**src/hdl/nco_pkg.sv**
```systemverilog
// Purpose: Shared constants for the oscillator phase/frequency control front end.
// Assumes: One system clock; host control words arrive on an asynchronous strobe.
// Notes: Status readback is over APB; control words are written on the strobe port.
package nco_pkg;

  // ----------------------------------------------------------------
  // Widths
  // ----------------------------------------------------------------
  localparam int CTRL_W = 16;
  localparam int SEL_W = 2;
  localparam int QUAD_W = 2;
  localparam int PHASE_LOW_W = 14;
  localparam int ACC_W_DEF = 32;
  localparam int SAMPLE_W_DEF = 19;
  localparam int APB_ADDR_W = 8;
  localparam int APB_DATA_W = 32;

  // ----------------------------------------------------------------
  // Host register-select codes
  // ----------------------------------------------------------------
  localparam logic [SEL_W-1:0] SEL_PHASE = 2'h0;
  localparam logic [SEL_W-1:0] SEL_CENTER = 2'h1;
  localparam logic [SEL_W-1:0] SEL_OFFSET = 2'h2;
  localparam logic [SEL_W-1:0] SEL_TIME = 2'h3;

  // ----------------------------------------------------------------
  // APB readback map (byte addresses)
  // ----------------------------------------------------------------
  localparam logic [APB_ADDR_W-1:0] ADDR_PHASE_CTRL = 8'h00;
  localparam logic [APB_ADDR_W-1:0] ADDR_CENTER_CTRL = 8'h04;
  localparam logic [APB_ADDR_W-1:0] ADDR_OFFSET_CTRL = 8'h08;
  localparam logic [APB_ADDR_W-1:0] ADDR_TIME_CTRL = 8'h0c;
  localparam logic [APB_ADDR_W-1:0] ADDR_PHASE_ACC = 8'h10;
  localparam logic [APB_ADDR_W-1:0] ADDR_STATUS = 8'h14;

  // Status word bit positions
  localparam int STAT_WRAP_BIT = 0;
  localparam int STAT_TIMER_BIT = 1;

  // ----------------------------------------------------------------
  // Reset values
  // ----------------------------------------------------------------
  localparam logic [CTRL_W-1:0] CTRL_RESET = 16'h0000;
  localparam logic ENABLE_N_IDLE = 1'b1;
  localparam logic LEVEL_IDLE = 1'b0;

endpackage : nco_pkg

```
**src/hdl/nco_ctrl_if.sv**
```systemverilog
// Purpose: Carries the host-written control words to the oscillator core.
// Assumes: Driven and read on pclk only.
// Notes: One writer (host port), one reader (core).
`timescale 1ns/1ps
interface nco_ctrl_if;
  logic [nco_pkg::CTRL_W-1:0] phase_ctrl;
  logic [nco_pkg::CTRL_W-1:0] center_ctrl;
  logic [nco_pkg::CTRL_W-1:0] offset_ctrl;
  logic [nco_pkg::CTRL_W-1:0] time_ctrl;

  modport port (output phase_ctrl, output center_ctrl, output offset_ctrl, output time_ctrl);
  modport core (input phase_ctrl, input center_ctrl, input offset_ctrl, input time_ctrl);
endinterface : nco_ctrl_if

```
**src/hdl/nco_host_port.sv**
```systemverilog
// Purpose: Host control-word write port with strobe-edge capture.
// Assumes: Host holds data, select and chip select steady around the strobe rise.
// Notes: The strobe is asynchronous, so every pin is brought in through two flops, the strobe through three.
`timescale 1ns/1ps
module nco_host_port (
  // Clock and reset
  input wire logic pclk,
  input wire logic presetn,
  // Host pins
  input wire logic [nco_pkg::CTRL_W-1:0] control_word_bus,
  input wire logic [nco_pkg::SEL_W-1:0] register_select,
  input wire logic chip_select_n,
  input wire logic write_strobe_n,
  // Control words out
  nco_ctrl_if.port ctrl
);

  // ----------------------------------------------------------------
  // Synchronisers
  // ----------------------------------------------------------------
  logic [nco_pkg::CTRL_W-1:0] data_s1, data_s2;
  logic [nco_pkg::SEL_W-1:0] sel_s1, sel_s2;
  logic cs_s1, cs_s2;
  logic wr_s1, wr_s2, wr_s3;
  logic write_hit;

  always_ff @(posedge pclk or negedge presetn) begin
    if (!presetn) begin
      data_s1 <= nco_pkg::CTRL_RESET;
      data_s2 <= nco_pkg::CTRL_RESET;
      sel_s1 <= nco_pkg::SEL_PHASE;
      sel_s2 <= nco_pkg::SEL_PHASE;
      cs_s1 <= nco_pkg::ENABLE_N_IDLE;
      cs_s2 <= nco_pkg::ENABLE_N_IDLE;
      wr_s1 <= nco_pkg::ENABLE_N_IDLE;
      wr_s2 <= nco_pkg::ENABLE_N_IDLE;
      wr_s3 <= nco_pkg::ENABLE_N_IDLE;
    end else begin
      data_s1 <= control_word_bus;
      data_s2 <= data_s1;
      sel_s1 <= register_select;
      sel_s2 <= sel_s1;
      cs_s1 <= chip_select_n;
      cs_s2 <= cs_s1;
      wr_s1 <= write_strobe_n;
      wr_s2 <= wr_s1;
      wr_s3 <= wr_s2;
    end
  end

  // Rising strobe edge while chip select is low
  assign write_hit = wr_s2 && !wr_s3 && !cs_s2;

  // ----------------------------------------------------------------
  // Control registers
  // ----------------------------------------------------------------
  always_ff @(posedge pclk or negedge presetn) begin
    if (!presetn) begin
      ctrl.phase_ctrl <= nco_pkg::CTRL_RESET;
      ctrl.center_ctrl <= nco_pkg::CTRL_RESET;
      ctrl.offset_ctrl <= nco_pkg::CTRL_RESET;
      ctrl.time_ctrl <= nco_pkg::CTRL_RESET;
    end else if (write_hit) begin
      case (sel_s2)
        nco_pkg::SEL_PHASE: ctrl.phase_ctrl <= data_s2;
        nco_pkg::SEL_CENTER: ctrl.center_ctrl <= data_s2;
        nco_pkg::SEL_OFFSET: ctrl.offset_ctrl <= data_s2;
        nco_pkg::SEL_TIME: ctrl.time_ctrl <= data_s2;
        default: ctrl.phase_ctrl <= ctrl.phase_ctrl;
      endcase
    end
  end

endmodule : nco_host_port

```
**src/hdl/nco_phase_frequency_control.sv**
```systemverilog
// Purpose: Phase/frequency control section of a numerically controlled oscillator.
// Assumes: Timing pins are driven by logic on pclk; host strobe port is asynchronous.
// Notes: Sine/cosine tables sit outside; this block addresses them and feeds the multiplier.
//
// Operation
// - Control words are 16 bits wide, bit 15 most significant.
// - Control word captured on write strobe rising edge while chip select low.
// - All other registers update on pclk rising edge; those with a load enable only while it is low.
// - Registered low phase load enable lets the phase register load.
// - Registered low offset load enable lets the offset register load.
// - Registered low center load enable lets the center register load.
// - Registered low accumulator enable lets the phase accumulator update.
// - Registered low time load enable lets the time accumulator load.
// - Registered low sample enable loads real and imaginary input registers.
// - Registered half-circle select high forces the top table address bit low.
// - Registered low offset-zero zeros offset path, register itself unaffected.
// - Registered low reload zeros accumulator feedback, register not cleared.
// - Quadrant inputs add 0/90/180/270 degrees with low 14 bits zero.
// - Quadrant inputs enter the phase register only while its enable is low.
// - Phase source high takes host phase word, low takes quadrant bits.
// - Registered low bypass sends phase sum and accumulator bits past tables.
// - Registered low wrap output marks phase accumulator overflow.
// - Low carry input adds one to the phase accumulator step.
//
// Decided for this implementation: the register offsets and the APB register port.
`timescale 1ns/1ps
module nco_phase_frequency_control #(
  parameter int ACC_W = nco_pkg::ACC_W_DEF,
  parameter int SAMPLE_W = nco_pkg::SAMPLE_W_DEF
) (
  // Clock and reset
  input wire logic pclk,
  input wire logic presetn,
  // Host control-word port
  input wire logic [nco_pkg::CTRL_W-1:0] control_word_bus,
  input wire logic [nco_pkg::SEL_W-1:0] register_select,
  input wire logic chip_select_n,
  input wire logic write_strobe_n,
  // Timing controls
  input wire logic phase_reg_load_en_n,
  input wire logic freq_offset_load_en_n,
  input wire logic center_freq_load_en_n,
  input wire logic phase_acc_update_en_n,
  input wire logic time_interval_load_en_n,
  input wire logic input_sample_en_n,
  input wire logic half_circle_select,
  input wire logic offset_path_zero_n,
  input wire logic acc_reload_n,
  input wire logic [nco_pkg::QUAD_W-1:0] quadrant_offset,
  input wire logic phase_source_select,
  input wire logic table_bypass_timer_reload_n,
  input wire logic phase_carry_in_n,
  // Input samples
  input wire logic [SAMPLE_W-1:0] real_sample_in,
  input wire logic [SAMPLE_W-1:0] imag_sample_in,
  // Sine/cosine tables
  input wire logic [nco_pkg::CTRL_W-1:0] sine_table_data,
  input wire logic [nco_pkg::CTRL_W-1:0] cosine_table_data,
  output logic [nco_pkg::CTRL_W-1:0] table_address,
  // Multiplier feed
  output logic [nco_pkg::CTRL_W-1:0] mult_sine,
  output logic [nco_pkg::CTRL_W-1:0] mult_cosine,
  output logic [SAMPLE_W-1:0] real_input_register,
  output logic [SAMPLE_W-1:0] imag_input_register,
  // Events
  output logic phase_wrap_out_n,
  output logic timer_carry_out_n,
  // APB readback
  input wire logic [nco_pkg::APB_ADDR_W-1:0] paddr,
  input wire logic psel,
  input wire logic penable,
  input wire logic pwrite,
  input wire logic [nco_pkg::APB_DATA_W-1:0] pwdata,
  output logic [nco_pkg::APB_DATA_W-1:0] prdata,
  output logic pready,
  output logic pslverr
);

  // ----------------------------------------------------------------
  // Host port
  // ----------------------------------------------------------------
  nco_ctrl_if ctrl ();

  nco_host_port u_host_port (
    .pclk(pclk),
    .presetn(presetn),
    .control_word_bus(control_word_bus),
    .register_select(register_select),
    .chip_select_n(chip_select_n),
    .write_strobe_n(write_strobe_n),
    .ctrl(ctrl.port)
  );

  // ----------------------------------------------------------------
  // Registered timing controls
  // ----------------------------------------------------------------
  logic phase_en_n_q, offset_en_n_q, center_en_n_q, acc_en_n_q;
  logic time_en_n_q, sample_en_n_q, offset_zero_n_q, reload_n_q;
  logic bypass_n_q, carry_in_n_q, half_circle_q, phase_source_q;
  logic [nco_pkg::QUAD_W-1:0] quadrant_q;

  // One stage only: these pins come from logic on the same clock
  always_ff @(posedge pclk or negedge presetn) begin
    if (!presetn) begin
      phase_en_n_q <= nco_pkg::ENABLE_N_IDLE;
      offset_en_n_q <= nco_pkg::ENABLE_N_IDLE;
      center_en_n_q <= nco_pkg::ENABLE_N_IDLE;
      acc_en_n_q <= nco_pkg::ENABLE_N_IDLE;
      time_en_n_q <= nco_pkg::ENABLE_N_IDLE;
      sample_en_n_q <= nco_pkg::ENABLE_N_IDLE;
      offset_zero_n_q <= nco_pkg::ENABLE_N_IDLE;
      reload_n_q <= nco_pkg::ENABLE_N_IDLE;
      bypass_n_q <= nco_pkg::ENABLE_N_IDLE;
      carry_in_n_q <= nco_pkg::ENABLE_N_IDLE;
      half_circle_q <= nco_pkg::LEVEL_IDLE;
      phase_source_q <= nco_pkg::LEVEL_IDLE;
      quadrant_q <= '0;
    end else begin
      phase_en_n_q <= phase_reg_load_en_n;
      offset_en_n_q <= freq_offset_load_en_n;
      center_en_n_q <= center_freq_load_en_n;
      acc_en_n_q <= phase_acc_update_en_n;
      time_en_n_q <= time_interval_load_en_n;
      sample_en_n_q <= input_sample_en_n;
      offset_zero_n_q <= offset_path_zero_n;
      reload_n_q <= acc_reload_n;
      bypass_n_q <= table_bypass_timer_reload_n;
      carry_in_n_q <= phase_carry_in_n;
      half_circle_q <= half_circle_select;
      phase_source_q <= phase_source_select;
      quadrant_q <= quadrant_offset;
    end
  end

  // ----------------------------------------------------------------
  // Accumulator step, shared by phase and time accumulators
  // ----------------------------------------------------------------
  function automatic logic [ACC_W:0] acc_step(input logic [ACC_W-1:0] fb,
                                              input logic [ACC_W-1:0] inc,
                                              input logic zero_fb,
                                              input logic cin);
    logic [ACC_W-1:0] base;
    base = zero_fb ? '0 : fb;
    return {1'b0, base} + {1'b0, inc} + {{ACC_W{1'b0}}, cin};
  endfunction : acc_step

  // ----------------------------------------------------------------
  // Phase and frequency registers
  // ----------------------------------------------------------------
  logic [nco_pkg::CTRL_W-1:0] phase_reg, offset_reg, center_reg;

  always_ff @(posedge pclk or negedge presetn) begin
    if (!presetn) begin
      phase_reg <= nco_pkg::CTRL_RESET;
    end else if (!phase_en_n_q) begin
      if (phase_source_q) begin
        phase_reg <= ctrl.phase_ctrl;
      end else begin
        phase_reg <= {quadrant_q, {nco_pkg::PHASE_LOW_W{1'b0}}};
      end
    end
  end

  always_ff @(posedge pclk or negedge presetn) begin
    if (!presetn) begin
      offset_reg <= nco_pkg::CTRL_RESET;
    end else if (!offset_en_n_q) begin
      offset_reg <= ctrl.offset_ctrl;
    end
  end

  always_ff @(posedge pclk or negedge presetn) begin
    if (!presetn) begin
      center_reg <= nco_pkg::CTRL_RESET;
    end else if (!center_en_n_q) begin
      center_reg <= ctrl.center_ctrl;
    end
  end

  // Zeroing acts on the path only, so the offset stays loadable meanwhile
  logic [nco_pkg::CTRL_W-1:0] offset_path;
  logic [nco_pkg::CTRL_W:0] freq_sum;
  logic [ACC_W-1:0] freq_inc;

  assign offset_path = offset_zero_n_q ? offset_reg : '0;
  assign freq_sum = {1'b0, center_reg} + {1'b0, offset_path};
  assign freq_inc = ACC_W'(freq_sum);

  // ----------------------------------------------------------------
  // Phase accumulator and wrap flag
  // ----------------------------------------------------------------
  logic [ACC_W-1:0] phase_acc;
  logic [ACC_W:0] next_phase_acc;

  assign next_phase_acc = acc_step(phase_acc, freq_inc, !reload_n_q, !carry_in_n_q);

  always_ff @(posedge pclk or negedge presetn) begin
    if (!presetn) begin
      phase_acc <= '0;
    end else if (!acc_en_n_q) begin
      phase_acc <= next_phase_acc[ACC_W-1:0];
    end
  end

  always_ff @(posedge pclk or negedge presetn) begin
    if (!presetn) begin
      phase_wrap_out_n <= nco_pkg::ENABLE_N_IDLE;
    end else begin
      phase_wrap_out_n <= !(!acc_en_n_q && next_phase_acc[ACC_W]);
    end
  end

  // ----------------------------------------------------------------
  // Phase adder, table addressing and multiplier feed
  // ----------------------------------------------------------------
  logic [nco_pkg::CTRL_W-1:0] phase_sum;

  assign phase_sum = phase_acc[ACC_W-1 -: nco_pkg::CTRL_W] + phase_reg;

  always_ff @(posedge pclk or negedge presetn) begin
    if (!presetn) begin
      table_address <= '0;
    end else if (half_circle_q) begin
      table_address <= {1'b0, phase_sum[nco_pkg::CTRL_W-2:0]};
    end else begin
      table_address <= phase_sum;
    end
  end

  // Table data is one table latency behind the bypass path; users switching
  // bypass on the fly see that skew for a cycle.
  always_ff @(posedge pclk or negedge presetn) begin
    if (!presetn) begin
      mult_sine <= '0;
      mult_cosine <= '0;
    end else if (!bypass_n_q) begin
      mult_sine <= phase_sum;
      mult_cosine <= phase_acc[nco_pkg::CTRL_W-1:0];
    end else begin
      mult_sine <= sine_table_data;
      mult_cosine <= cosine_table_data;
    end
  end

  // ----------------------------------------------------------------
  // Time interval accumulator
  // ----------------------------------------------------------------
  logic [ACC_W-1:0] time_acc;
  logic [ACC_W:0] next_time_acc;

  assign next_time_acc = acc_step(time_acc, ACC_W'(ctrl.time_ctrl), !bypass_n_q, 1'b0);

  always_ff @(posedge pclk or negedge presetn) begin
    if (!presetn) begin
      time_acc <= '0;
    end else if (!time_en_n_q) begin
      time_acc <= next_time_acc[ACC_W-1:0];
    end
  end

  always_ff @(posedge pclk or negedge presetn) begin
    if (!presetn) begin
      timer_carry_out_n <= nco_pkg::ENABLE_N_IDLE;
    end else begin
      timer_carry_out_n <= !(!time_en_n_q && next_time_acc[ACC_W]);
    end
  end

  // ----------------------------------------------------------------
  // Input sample registers
  // ----------------------------------------------------------------
  always_ff @(posedge pclk or negedge presetn) begin
    if (!presetn) begin
      real_input_register <= '0;
      imag_input_register <= '0;
    end else if (!sample_en_n_q) begin
      real_input_register <= real_sample_in;
      imag_input_register <= imag_sample_in;
    end
  end

  // ----------------------------------------------------------------
  // APB readback slave
  // ----------------------------------------------------------------
  // Writes are refused: the control words belong to the strobe port, and
  // a second writer would race it.
  logic [nco_pkg::APB_DATA_W-1:0] status_word;

  always_comb begin
    status_word = '0;
    status_word[nco_pkg::STAT_WRAP_BIT] = phase_wrap_out_n;
    status_word[nco_pkg::STAT_TIMER_BIT] = timer_carry_out_n;
  end

  always_ff @(posedge pclk or negedge presetn) begin
    if (!presetn) begin
      pready <= 1'b0;
      pslverr <= 1'b0;
      prdata <= '0;
    end else if (psel && penable && !pready) begin
      pready <= 1'b1;
      pslverr <= pwrite;
      prdata <= '0;
      if (!pwrite) begin
        case (paddr)
          nco_pkg::ADDR_PHASE_CTRL: prdata <= 32'(ctrl.phase_ctrl);
          nco_pkg::ADDR_CENTER_CTRL: prdata <= 32'(ctrl.center_ctrl);
          nco_pkg::ADDR_OFFSET_CTRL: prdata <= 32'(ctrl.offset_ctrl);
          nco_pkg::ADDR_TIME_CTRL: prdata <= 32'(ctrl.time_ctrl);
          nco_pkg::ADDR_PHASE_ACC: prdata <= 32'(phase_acc);
          nco_pkg::ADDR_STATUS: prdata <= status_word;
          default: pslverr <= 1'b1;
        endcase
      end
    end else begin
      pready <= 1'b0;
      pslverr <= 1'b0;
    end
  end

endmodule : nco_phase_frequency_control

```
**config.mk**
```make
export PLATFORM = sky130hd
export DESIGN_NAME = nco_phase_frequency_control
export DESIGN_NICKNAME = d
export VERILOG_FILES = /design/src/hdl/nco_pkg.sv /design/src/hdl/nco_ctrl_if.sv /design/src/hdl/nco_host_port.sv /design/src/hdl/nco_phase_frequency_control.sv
export SDC_FILE = /design/constraint.sdc
export NUM_CORES = 1
export LEC_CHECK = 0
export BUFFER_PORTS_ARGS = -buffer_cell sky130_fd_sc_hd__buf_2
export CORE_AREA = 2 2 177 179
export DETAILED_ROUTE_END_ITERATION = 8
export DIE_AREA = 0 0 179 181
export PLACE_DENSITY_LB_ADDON = 0.12
export RECOVER_POWER = 100
export REMOVE_ABC_BUFFERS = 1
export SKIP_CTS_REPAIR_TIMING = 1
export SYNTH_ARGS = -nofsm -noshare
export SYNTH_HDL_FRONTEND = slang
export SYNTH_SLANG_ARGS = --single-unit
```
**constraint.sdc**
```tcl
create_clock -name pclk -period 5.05 [get_ports pclk]
set_input_delay 1.2625 -clock pclk [delete_from_list [all_inputs] [get_ports pclk]]
set_output_delay 1.2625 -clock pclk [all_outputs]
set_load 0.01 [all_outputs]
```
==> impl_metrics.csv <==
group,metric,value,unit
run_status,status,"finished with violations",
run_status,violations,"capacitance limit, slew limit",
sta,skew,12.8,ps
layout,largestRegisters,"phase_acc: 32 flops, prdata: 32 flops, time_acc: 32 flops",
logic_synthesis,yosys.area.top_type,"dfrtp_1",
cts,cts.sinks,353,
logic_synthesis,synth_edf_count,0,
logic_synthesis,yosys.cell_types.count,88,
sta,worst_slew_pin_slew,3000,ps
floorplan,coreArea,0.0303,sq mm
logic_synthesis,synthTopCellsByArea,"dfrtp_1 (51%), mux2_2 (11%), ha_1 (3.6%), nand2_1 (3.0%), dfstp_2 (2.7%)",
global_route,grt_pass1_vias,12000,
global_route,grt.overflow.total,0,
worst_hold_path,min-delay-path-class,"reg -> reg",
cts,cts_buffers,38,
logic_synthesis,synth_top_area_share,0.505,
logic_synthesis,syn_inst,1399,
logic_synthesis,yosys_warnings,0,
logic_synthesis,yosysMostFrequentCell,"dfrtp_1",
worst_setup_path,cp_data_required_time,5440,ps
job,drv_cap,3,
power_and_ir_drop,p_leak,0.00852,uW
worst_hold_path,hold_start,"u_host_port.data_s1[7]",
sta,whs,345,ps
cts,cts_root_buf,"clkbuf_16",
logic_synthesis,postSynthAreaPerCell,11.9,sq um
placement,gp_congestion,0.854,
layout,area_growth_syn_to_layout,15.4,%
sta,finalSetupViolCount,0,
global_route,grt_max_degree,116,
sta,finalHoldViolations,0,
worst_setup_path,rr_startpoint,"reload_n_q",
drt,antenna_left,0,
drt,drt_iter0_drc,947,
sta,finalMaxSlewViolations,188,
worst_setup_path,start_kind,"register",
worst_setup_path,critPathLaunch,"reload_n_q",
layout,antenna_cells,0,
drt,wl_per_cell,18.7,um
drt,viasPerCell,5.78,
logic_synthesis,syn_area,0.0166,sq mm
sta,rsz0062_at_grt,"no",
floorplan,die-area,0.0324,sq mm
logic_synthesis,synthFlopType,"dfrtp_1",
cts,clockBufferDepth,3,
floorplan,rows,64,
worst_setup_path,worstSetupEndpointType,"register",
logic_synthesis,synth_seq_cells,353,
power_and_ir_drop,vdd_drop_max,0.306,mV
layout,seqCellArea,0.00885,sq mm
logic_synthesis,synthArstFlopShare,1.00,
drt,drc,0,
cts,cts.clk_slew.worst_paths,60,ps
worst_setup_path,cp.arrival,4690,ps
sta,fin_setup_tns,0,ps
worst_setup_path,crit_fanout,39,
placement,port_buffers,238,
layout,nNetsFinal,1840,
cts,h-tree-depth,2,
worst_setup_path,critical_path_class,"reg -> reg",
sta,fmax,0.233,GHz
layout,drive_above_1_share,0.227,
global_route,antenna_found_initial,2,
layout,fillers,2499,
layout,multi_input_area,0.00733,sq mm
cts,cts_tree,"yes",
sta,finalCriticalPeriod,4300,ps
floorplan,die_y,181,um
drt,via_count,11800,
sta,fin_crit_sh,0.851,
placement,place_hpwl,27700,um
floorplan,io_pins,271,
power_and_ir_drop,p_per_area,449,mW/mm^2
global_route,grt_pass1_wl,62200,um
global_route,grt_usage,0.241,
logic_synthesis,synthTopCellsByCount,"dfrtp_1 (336), mux2_2 (163), nand2_1 (134)",
sta,relSlewSlack,-1.00,
floorplan,start_util,0.548,
drt,wirelength,38300,um
floorplan,die_x,179,um
cts,clk_latency,530,ps
logic_synthesis,ys_seq_area_frac,0.532,
drt,firstDrtPassIters,5,
area by class of cell:
| type | count | area share |
|---|---|---|
| inverters | 30 | 0.00586 |
| multi-input cells | 948 | 0.381 |
| clock inverters | 17 | 0.0113 |
| flip-flops and latches | 353 | 0.461 |
| well taps | 396 | 0.0258 |
| clock buffers | 50 | 0.0550 |
| repair buffers | 253 | 0.0597 |
logic make-up after synthesis:
logic type	synth area share
AOI/OAI and AO/OA	0.143
xor gates and xnor gates	0.0216
adders and majority gates	0.0589
buffers and inverters	0.0241
DFF	0.532
muxes	0.116
and+or+nand+nor	0.104
per-stage QoR:
stage,util,setup slack [ps],total power (uW),instances,cell area (sq um)
2_1_floorplan,-,1760,5180,1331,16400
3_3_place_gp,0.599,1290,5820,1980,18200
3_5_place_dp,0.599,1230,5900,1980,18200
4_1_cts,0.641,1190,8740,2047,19500
5_1_grt,0.633,451,9130,2047,19200
6_report,0.633,750,8630,2047,19200
critical path, cell delays in order, from the launching register on:
cell	delay, ps
dfstp_2	950
and2_0	240
fa_1	180
ha_1	190
inv_1	60
fa_1	390
and2b_1	230
o31ai_1	100
a211oi_1	930
o2111ai_4	280
a2111oi_0	510
a211oi_1	90
per-layer routing:
layer | vias to the layer above | track usage | wire length, um
li1 | 5544 | - | -
met1 | 5855 | 0.332 | 16800
met2 | 345 | 0.392 | 18300
met3 | 76 | 0.0406 | 2140
met4 | 4 | 0.0738 | 1020
met5 | - | 0 | 21
placed cells by master, fill, tap and decap left out, drive strengths merged, types with 10 or more instances in the layout:
cell / netlist / layout
dfrtp: 336 / 336
buf: 16 / 121
inv: 30 / 33
and2: 53 / 53
clkbuf: 52 / 182
a22o: 35 / 35
a21oi: 51 / 51
mux2: 164 / 164
nor2: 37 / 37
xnor2: 24 / 24
xor2: 17 / 17
o21ai: 72 / 72
fa: 19 / 19
dfstp: 17 / 17
a211oi: 16 / 16
a21o: 22 / 22
a31oi: 10 / 10
ha: 48 / 48
a22oi: 24 / 24
nand2: 134 / 134
nand4: 19 / 19
nor3: 20 / 20
nand3: 23 / 23
o211ai: 24 / 24
worst paths after layout:
kind	endpoint	slack [ps]	cells after the start
setup / recovery	phase_acc[26]	750	11
hold / removal	u_host_port.data_s2[7]	340	0
setup reg to reg	phase_acc[26]	750	11
hold reg to reg	u_host_port.data_s2[7]	340	0
max in group asynchronous	prdata[30]	1140	2
min in group asynchronous	phase_acc[22]	1730	1
power breakdown:
| part | switching (uW) | leakage (uW) | internal, uW |
|---|---|---|---|
| logic | 1110 | 0.00353 | 942 |
| registers | 431 | 0.00438 | 3320 |
| clock network | 1130 | 0.000616 | 1690 |
No activity file was read; power rests on OpenSTA's default activity.
